==> src/slx_pkg.sv <==
// shared constants for the skip and logic operation executor
package slx_pkg;
    localparam int DATA_W = 8;
    localparam int ADDR_W = 7;
    localparam int OP_W   = 3;
    // operation selector codes presented by the decoder
    typedef enum logic [2:0] {
        SLX_OP_IDLE    = 3'h0,
        SLX_OP_DEC_SKZ = 3'h1,
        SLX_OP_INC_SKZ = 3'h2,
        SLX_OP_OR_LIT  = 3'h3,
        SLX_OP_LD_LIT  = 3'h4,
        SLX_OP_OR_REG  = 3'h5,
        SLX_OP_ST_ACC  = 3'h6
    } slx_op_t;
    // destination bit meaning
    localparam logic DEST_ACC = 1'h0;
    localparam logic DEST_REG = 1'h1;
    localparam logic [7:0] ACC_RESET = 8'h00;
    localparam logic [7:0] ZERO_BYTE = 8'h00;
    localparam logic [7:0] ONE_BYTE  = 8'h01;
    localparam logic       ZF_RESET  = 1'h0;
    // executor states, gray coded
    typedef enum logic [1:0] {
        SLX_ST_RUN  = 2'h0,
        SLX_ST_IDLE = 2'h1
    } slx_state_t;
endpackage

==> src/slx_exec.sv <==
// execution unit for skip, or, literal-load and store operations
// Function
// RULE1: destination bit picks accumulator or file register
// RULE2: decrement-skip subtracts one, skips on zero
// RULE3: increment-skip adds one, skips on zero
// RULE4: or-literal into accumulator, updates zero flag
// RULE5: load literal into accumulator, flags untouched
// RULE6: or register to destination, updates zero
// RULE7: store accumulator to 7-bit register address
// RULE8: zero flag set on zero result only
`timescale 1ns/1ps
`default_nettype none
module slx_exec (
    input  wire logic       clk,
    input  wire logic       rstn,
    input  wire logic       cyc_en,
    input  wire logic [2:0] op,
    input  wire logic       dest,
    input  wire logic [6:0] faddr,
    input  wire logic [7:0] literal,
    input  wire logic [7:0] reg_rdata,
    output logic      [6:0] reg_addr,
    output logic      [7:0] reg_wdata,
    output logic            reg_we,
    output logic      [7:0] acc,
    output logic            zero_flag,
    output logic            skip_active
);
    slx_pkg::slx_state_t state_r, state_nxt;
    logic [7:0] acc_r, acc_nxt;
    logic       zf_r, zf_nxt;
    logic [7:0] alu_res;
    logic       alu_zero;

    // opcode classes; the skip and file classes each feed more than one place, so one definition keeps
    // the write strobe, the accumulator path and the skip state machine from drifting apart
    function automatic logic op_is_skip(input logic [2:0] code);
        return (code == slx_pkg::SLX_OP_DEC_SKZ) | (code == slx_pkg::SLX_OP_INC_SKZ);
    endfunction

    // skip ops plus or-register: the ops that read a file register and honour dest
    function automatic logic op_is_file(input logic [2:0] code);
        return op_is_skip(code) | (code == slx_pkg::SLX_OP_OR_REG);
    endfunction

    // the two or ops are the only ones that touch the zero flag
    function automatic logic op_sets_zero(input logic [2:0] code);
        return (code == slx_pkg::SLX_OP_OR_LIT) | (code == slx_pkg::SLX_OP_OR_REG);
    endfunction

    // literal ops always land in the accumulator
    function automatic logic op_is_literal(input logic [2:0] code);
        return (code == slx_pkg::SLX_OP_OR_LIT) | (code == slx_pkg::SLX_OP_LD_LIT);
    endfunction

    // named decode wires; dest is honoured only by the file-register ops,
    // the store ignores it and always writes
    wire        run       = (state_r == slx_pkg::SLX_ST_RUN);
    wire        is_skipop = op_is_skip(op);
    wire        is_fileop = op_is_file(op);
    wire        is_litop  = op_is_literal(op);
    wire        is_zeroop = op_sets_zero(op);
    wire        is_store  = (op == slx_pkg::SLX_OP_ST_ACC);
    wire        dest_reg  = (dest == slx_pkg::DEST_REG);
    wire        do_exec   = cyc_en & run;

    slx_alu u_alu (
        .op      (op),
        .acc     (acc_r),
        .reg_val (reg_rdata),
        .literal (literal),
        .result  (alu_res),
        .is_zero (alu_zero)
    );

    // file-op results go to register when dest set, store always writes
    assign reg_addr  = faddr; // RULE7
    assign reg_we    = do_exec & ((is_fileop & dest_reg) | is_store); // RULE1
    assign reg_wdata = is_store ? acc_r : alu_res; // RULE7

    // accumulator takes literal ops and file ops aimed at it;
    // a store or a register-bound result leaves it alone
    assign acc_nxt = (do_exec & (is_litop | (is_fileop & ~dest_reg)))
                     ? alu_res : acc_r; // RULE1 RULE4 RULE5

    // only the two or operations touch zero; skips, loads, stores leave it,
    // so a skip loop can test a counter without losing an earlier zero result
    assign zf_nxt = (do_exec & is_zeroop) ? alu_zero : zf_r; // RULE4 RULE6 RULE8

    // a zero skip result turns the following slot into an idle one
    always_comb begin
        state_nxt = state_r;
        case (state_r)
            slx_pkg::SLX_ST_RUN: begin
                if (do_exec & is_skipop & alu_zero) begin
                    state_nxt = slx_pkg::SLX_ST_IDLE; // RULE2 RULE3
                end
            end
            slx_pkg::SLX_ST_IDLE: begin
                if (cyc_en) begin
                    state_nxt = slx_pkg::SLX_ST_RUN;
                end
            end
            default: state_nxt = slx_pkg::SLX_ST_RUN;
        endcase
    end

    // short register stage
    always_ff @(posedge clk) begin
        if (!rstn) begin
            state_r <= slx_pkg::SLX_ST_RUN;
            acc_r   <= slx_pkg::ACC_RESET;
            zf_r    <= slx_pkg::ZF_RESET;
        end else begin
            state_r <= state_nxt;
            acc_r   <= acc_nxt;
            zf_r    <= zf_nxt;
        end
    end

    assign acc         = acc_r;
    assign zero_flag   = zf_r;
    assign skip_active = ~run;
endmodule
`default_nettype wire

==> src/slx_alu.sv <==
// combinational datapath for the executor operations
`timescale 1ns/1ps
`default_nettype none
module slx_alu (
    input  wire logic [2:0] op,
    input  wire logic [7:0] acc,
    input  wire logic [7:0] reg_val,
    input  wire logic [7:0] literal,
    output logic      [7:0] result,
    output logic            is_zero
);
    // one result path per operation; idle and store pass the accumulator
    assign result = (op == slx_pkg::SLX_OP_DEC_SKZ) ? reg_val - slx_pkg::ONE_BYTE :
                    (op == slx_pkg::SLX_OP_INC_SKZ) ? reg_val + slx_pkg::ONE_BYTE :
                    (op == slx_pkg::SLX_OP_OR_LIT)  ? (acc | literal) :
                    (op == slx_pkg::SLX_OP_LD_LIT)  ? literal :
                    (op == slx_pkg::SLX_OP_OR_REG)  ? (acc | reg_val) : acc;
    assign is_zero = (result == slx_pkg::ZERO_BYTE);
endmodule
`default_nettype wire

==> config.mk <==
export PLATFORM = sky130hd
export DESIGN_NAME = slx_exec
export DESIGN_NICKNAME = d
export VERILOG_FILES = /design/src/slx_pkg.sv /design/src/slx_exec.sv /design/src/slx_alu.sv
export SDC_FILE = /design/constraint.sdc
export NUM_CORES = 1
export LEC_CHECK = 0
export BUFFER_PORTS_ARGS = -buffer_cell sky130_fd_sc_hd__buf_2
export CORE_ASPECT_RATIO = 0.8
export CORE_MARGIN = 3
export CORE_UTILIZATION = 40
export CTS_BUF_LIST = sky130_fd_sc_hd__clkbuf_8
export CTS_CLUSTER_SIZE = 30
export DETAILED_ROUTE_END_ITERATION = 6
export PLACE_DENSITY_LB_ADDON = 0.2
export SLEW_MARGIN = 5
export SYNTH_ARGS = -nofsm -noshare
export SYNTH_HDL_FRONTEND = slang
export SYNTH_SLANG_ARGS = --single-unit
==> constraint.sdc <==
create_clock -name clk -period 5.75 [get_ports clk]
set_input_delay 1.15 -clock clk [delete_from_list [all_inputs] [get_ports clk]]
set_output_delay 1.15 -clock clk [all_outputs]
set_load 0.02 [all_outputs]
==> flow_metrics.tcl, run 1 <==
set metrics [dict create \
    grt_pass1_vias 1284 \
    synth.distinct_cells 50 \
    run_status "finished, final reports clean" \
    synth_nets 224 \
    tns_ps 0 \
    postCtsSetupBuffers 0 \
    clk_pin_slew_ps 50 \
    antenna_found_initial 0 \
    die_y_um 57.8 \
    syn_area_um2 1340 \
    n_fill_cell 312 \
    hold_violations 0 \
    synth-seq-area-share 0.149 \
    grt_max_degree 34 \
    grt_pass1_wl_um 6180 \
    seq_area_um2 200 \
    vdd_drop_max_mv 0.0851 \
    cts_root_buf "clkbuf_8" \
    clock_path_buffers 2 \
    cp_max_fo 33 \
    ios 56 \
    routed-wl-met3_um 261 \
    p_per_area_nw_per_um2 178 \
    netlist_instances 192 \
    relSlewSlack 0.362 \
    period_share 0.711 \
    dp_hpwl_um 2850 \
    cp.required_ps 4600 \
    dieWidth_um 70.7 \
    cts_tree "done" \
    hold-worst-slack_ps 493 \
    async_flop_share 0 \
    drtAntennaViolNets 0 \
    top_layer "met4" \
    startpoint_type "input pin" \
    drc 0 \
    start_util 0.425 \
    synth-edff-count 0 \
    area_growth_pct 15.2 \
    grt_overflow_total 0 \
    dr_total_vias 1469 \
    layoutNonFillerInstCount 258 \
    cp-end-kind "primary output" \
    synth.avg_cell_area_um2 6.99 \
    wl_met2_um 1650 \
    power.leakage_nw 0.685 \
    dp_cells 254 \
    place.gp.congestion 0.834 \
    final_util 0.490 \
    wl_um 3650 \
    postCtsHoldBufs 0 \
    clk_latency_ps 240 \
    ys_warn_count 0 \
    clock_skew_ps 4.57 \
    routedWlPerCell_um 14.1 \
    tightest_slew_ps 951 \
    grtUsageTotal 0.184 \
    cts_sinks 10 \
    row_count 18 \
    critPathKind "in2out" \
    setup_violations 0 \
    pre_cts_ws_ps 1710 \
    coreArea_um2 3150 \
    cts.repair.resized 0 \
    die_area_um2 4090 \
    cp_cell_sequence "buf_2 > or3b_1 > or4b_1 > and3_4 > buf_2" \
    drt-vias-per-instance 5.69 \
    first_pass_iters 4 \
    drv_slew 0 \
    numCtsBuffers 3 \
    critPathSlowestCell "or4b_1" \
    synth-seq-cells 10 \
    synth_top_flop_cell "dfxtp_1" \
    maxCapViolCount 0 \
    num_antenna_cells 0 \
    first_iter_violations 90 \
    numPortBuffers 41 \
    nets 251 \
    h-tree-depth 1 \
    cpPeakStageDelay_ps 530 \
    worst_path_most_repeated_cell "buf_2" \
    rsz0062_at_grt "no" \
    period_needed_ps 4090 \
    setup_ws_ps 1660 \
    arrival_ps 2940 \
    final_layout_size_suffix_gt1_frac 0.243 \
    multi_input_area_um2 997 \
    drt-met1-wl_um 1730 \
    fmax_mhz 245 \
    hp-class "reg2reg" \
]
==> Yosys cell counts, drive strengths merged (3+ instances only) <==
library cell	count	area (um2)
nor2	16	60.1
buf	10	72.6
and3	3	23.8
inv	10	37.5
and2	3	18.8
mux2i	7	70.1
dfxtp	10	200
nor3b	3	22.5
o21ai	16	80.1
clkbuf	9	33.8
nand3b	5	37.5
nand2b	7	43.8
a21oi	7	35.0
o21a	5	37.5
o32ai	3	26.3
nand2	13	48.8
a311oi	3	26.3
a211oi	4	30.0
nor3	6	30.0
nand4	4	25.0
a31oi	3	18.8
nand3	8	40.0
nor2b	7	43.8
==> stage by stage <==
step | cell area [um2] | power, W
6_report | 1550 | 0.000275
5_1_grt | 1550 | 0.000294
4_1_cts | 1550 | 0.000278
3_5_place_dp | 1490 | 0.000187
3_3_place_gp | 1490 | 0.000187
2_1_floorplan | 1340 | 0.000161
==> where the power goes <==
group / internal, W / switching (W)
combinational: 0.0000421 / 0.0000671
sequential: 0.0000726 / 0.00000362
clock: 0.0000603 / 0.0000290
total: 0.000175 / 0.0000998
==> worst max-delay path, delay by kind of cell <==
| family | cells | cell delay (ps) |
|---|---|---|
| buffers and inverters | 2 | 570 |
| AND/OR/NAND/NOR | 3 | 1200 |
==> routing by layer <==
metal,up-vias,GRT usage
li1,756,-
met1,651,0.264
met2,60,0.288
met3,2,0.0364
met4,0,0.0375
met5,-,0
==> flip-flops by register name (all words and copies together) (netlist names) <==
signal and count:
acc 8, state_r 1, zero_flag 1
==> cell type report <==
cell class	instances	share of cell area
inverters	10	0.0243
clock buffers	4	0.0356
well taps	40	0.0324
flip-flops and latches	10	0.130
multi-input cells	153	0.645
repair buffers	41	0.133
==> layout by cell type (no fill, tap or decap), types with 3 or more instances in the layout <==
| cell type | count |
|---|---|
| a211oi_1 | 4 |
| a21oi_1 | 7 |
| a311oi_1 | 3 |
| a31oi_1 | 3 |
| and2_1 | 3 |
| buf_2 | 41 |
| clkbuf_8 | 4 |
| dfxtp_1 | 10 |
| inv_1 | 10 |
| mux2i_1 | 7 |
| nand2_1 | 13 |
| nand2b_1 | 7 |
| nand3_1 | 8 |
| nand3b_1 | 5 |
| nand4_1 | 4 |
| nor2_1 | 16 |
| nor2b_1 | 7 |
| nor3_1 | 6 |
| nor3b_1 | 3 |
| o21a_1 | 5 |
| o21ai_0 | 14 |
| o32ai_1 | 3 |
==> cell families (layout without fill, tap and decap cells) <==
group                      Yosys count  count (layout)  share of synthesized area
adders and majority gates            2               2                     0.0187
muxes                                7               7                     0.0522
buffers and inverters               29              55                      0.107
xor gates and xnor gates             4               4                     0.0261
DFF                                 10              10                      0.149
AOI/OAI and AO/OA                   55              55                      0.286
and+or+nand+nor                     85              85                      0.360
==> worst paths after layout <==
path                      startpoint  slack, ps                      end  cells after the start
max                            op[0]       1660             reg_wdata[5]                      5
min          state_r[0]$_SDFFE_PN0P_        490  state_r[0]$_SDFFE_PN0P_                      2
max reg2reg      acc[2]$_SDFFE_PN0P_       3690   zero_flag$_SDFFE_PN0P_                      6
min reg2reg  state_r[0]$_SDFFE_PN0P_        490  state_r[0]$_SDFFE_PN0P_                      2
Note: power is estimated with default switching activity, not from simulation.
==> inputs of run 2 (changes only) <==
==> constraint.sdc (replaced) <==
create_clock -name clk -period 3.4 [get_ports clk]
set_input_delay 0.68 -clock clk [delete_from_list [all_inputs] [get_ports clk]]
set_output_delay 0.68 -clock clk [all_outputs]
set_load 0.02 [all_outputs]
==> run 2 against run 1 <==
Against the previous run: design area is 0.97% higher; count of clock-buffer cells in the layout unchanged; flip-flop and latch count unchanged; first-iteration DRC count is 16% lower; sequential share of layout area is 0.12 points lower; wire length is 4.3% higher; global-route usage increased by 0.53 points; clock power is 68% higher; worst hold slack improved by 8.2 ps; via count up 2.0%; critical endpoint is now reg_wdata[7]; highest routed layer unchanged.
==> flow_metrics.tcl, run 2 (synthesis results as in run 1) <==
set metrics [dict create \
    clock_path_buffers 2 \
    tightest_slew_ps 965 \
    cp_max_fo 27 \
    numCtsBuffers 3 \
    tns_ps 0 \
    reg2reg_to "zero_flag$_SDFFE_PN0P_" \
    hold-worst-slack_ps 501 \
    row_count 18 \
    period_needed_ps 3030 \
    cp-end-kind "primary output" \
    die_y_um 57.8 \
    clk_pin_slew_ps 50 \
    r2r_cells 6 \
    p_per_area_nw_per_um2 299 \
    final_util 0.495 \
    dieWidth_um 70.7 \
    vdd_drop_max_mv 0.152 \
    cp_cell_sequence "buf_2 > nor3b_1 > o21ai_0 > a22oi_1 > buf_2" \
    cts.repair.resized 0 \
    cts_root_buf "clkbuf_8" \
    drt-vias-per-instance 5.76 \
    first_pass_iters 4 \
    grtUsageTotal 0.189 \
    critPathKind "in2out" \
    grtUsageMet3 0.0468 \
    area_growth_pct 16.3 \
    hold_depth 2 \
    routedWlPerCell_um 14.6 \
    arrival_ps 2350 \
    cp.required_ps 2720 \
    final_layout_size_suffix_gt1_frac 0.250 \
    worst_path_most_repeated_cell "buf_2" \
    place.gp.congestion 0.933 \
    largest_reg_flops 8 \
    postCtsHoldBufs 0 \
    num_antenna_cells 0 \
    nets 253 \
    power.leakage_nw 0.695 \
    first_iter_violations 76 \
    run_status "finished, final reports clean" \
    grt_max_degree 28 \
    grt_pass1_vias 1382 \
    hp-class "reg2reg" \
    numPortBuffers 41 \
    grt_overflow_total 0 \
    setup_violations 0 \
    cp_num_buf_inv 2 \
    layout_common_cells "41 x buf_2, 16 x nor2_1, 14 x o21ai_0" \
    setup_ws_ps 366 \
    cts_tree "done" \
    period_share 0.892 \
    holdPathEnd "state_r[0]$_SDFFE_PN0P_" \
    die_area_um2 4090 \
    clock_skew_ps 0.529 \
    regToRegSetupSlack_ps 1270 \
    met1_usage 0.259 \
    dr_total_vias 1498 \
    rsz0062_at_grt "no" \
    dp_hpwl_um 2940 \
    cts_sinks 10 \
    drtAntennaViolNets 0 \
    startpoint_type "input pin" \
    maxCapViolCount 0 \
    wl_um 3800 \
    drc 0 \
    h-tree-depth 1 \
    grtUsageMet2 0.291 \
    antenna_found_initial 0 \
    drv_slew 0 \
    clk_latency_ps 240 \
    pre_cts_ws_ps 392 \
    critPathSlowestCell "nor3b_1" \
    layout_commonest_cell "buf_2" \
    start_util 0.425 \
    hp-start "state_r[0]$_SDFFE_PN0P_" \
    cpPeakStageDelay_ps 560 \
    layoutNonFillerInstCount 260 \
    top_usage_layer "met2" \
    dp_cells 256 \
    relSlewSlack 0.352 \
    ios 56 \
    coreArea_um2 3150 \
    critical_path.top_delay_family "buffers and inverters" \
    grt_pass1_wl_um 6330 \
    fmax_mhz 330 \
    postCtsSetupBuffers 0 \
    hold_violations 0 \
    r2r_start "acc[2]$_SDFFE_PN0P_" \
]
==> run 2: cell count changes in the layout (fill, tap and decap cells not counted) <==
cell / before / now
buf_4: 0 / 2
==> run 2: final cells by class <==
class,instances,area [um2]
Fill cell,340,1590
Multi-Input combinational cell,153,997
Timing Repair Buffer,43,220
Sequential cell,10,200
Clock buffer,4,55.1
Tap cell,40,50.0
Inverter,10,37.5
==> run 2: how the worst max path moves through the flow <==
stage               depth (start not counted)            to   from
CTS                                         5  reg_wdata[7]  op[1]
global placement                            5  reg_wdata[7]  op[1]
global route                                5  reg_wdata[7]  op[1]
finish                                      5  reg_wdata[7]  op[1]
detailed placement                          5  reg_wdata[7]  op[1]
floorplan                                   5  reg_wdata[0]  op[1]
==> run 2: layer usage <==
metal  vias up  part of all wire
met1       677              0.46
met3         4             0.074
met5         -                 0
li1        757                 -
met4         0            0.0034
met2        60              0.46
==> run 2: report_power, final <==
part           internal [W]  total (W)  switching, W
registers          0.000123   0.000129    0.00000640
clock network      0.000102   0.000150     0.0000481
logic             0.0000724   0.000187      0.000115
==> run 2: tightest hold or removal path, stage by stage, from the launching register on <==
cell,delay (ps)
dfxtp_1,310
nand3b_1,80
o21ai_1,60
==> run 2: metrics by stage <==
stage | area, um2 | total power (W)
3_5_place_dp | 1510 | 0.000318
2_1_floorplan | 1340 | 0.000272
3_3_place_gp | 1510 | 0.000318
4_1_cts | 1560 | 0.000472
6_report | 1560 | 0.000467
5_1_grt | 1560 | 0.000501
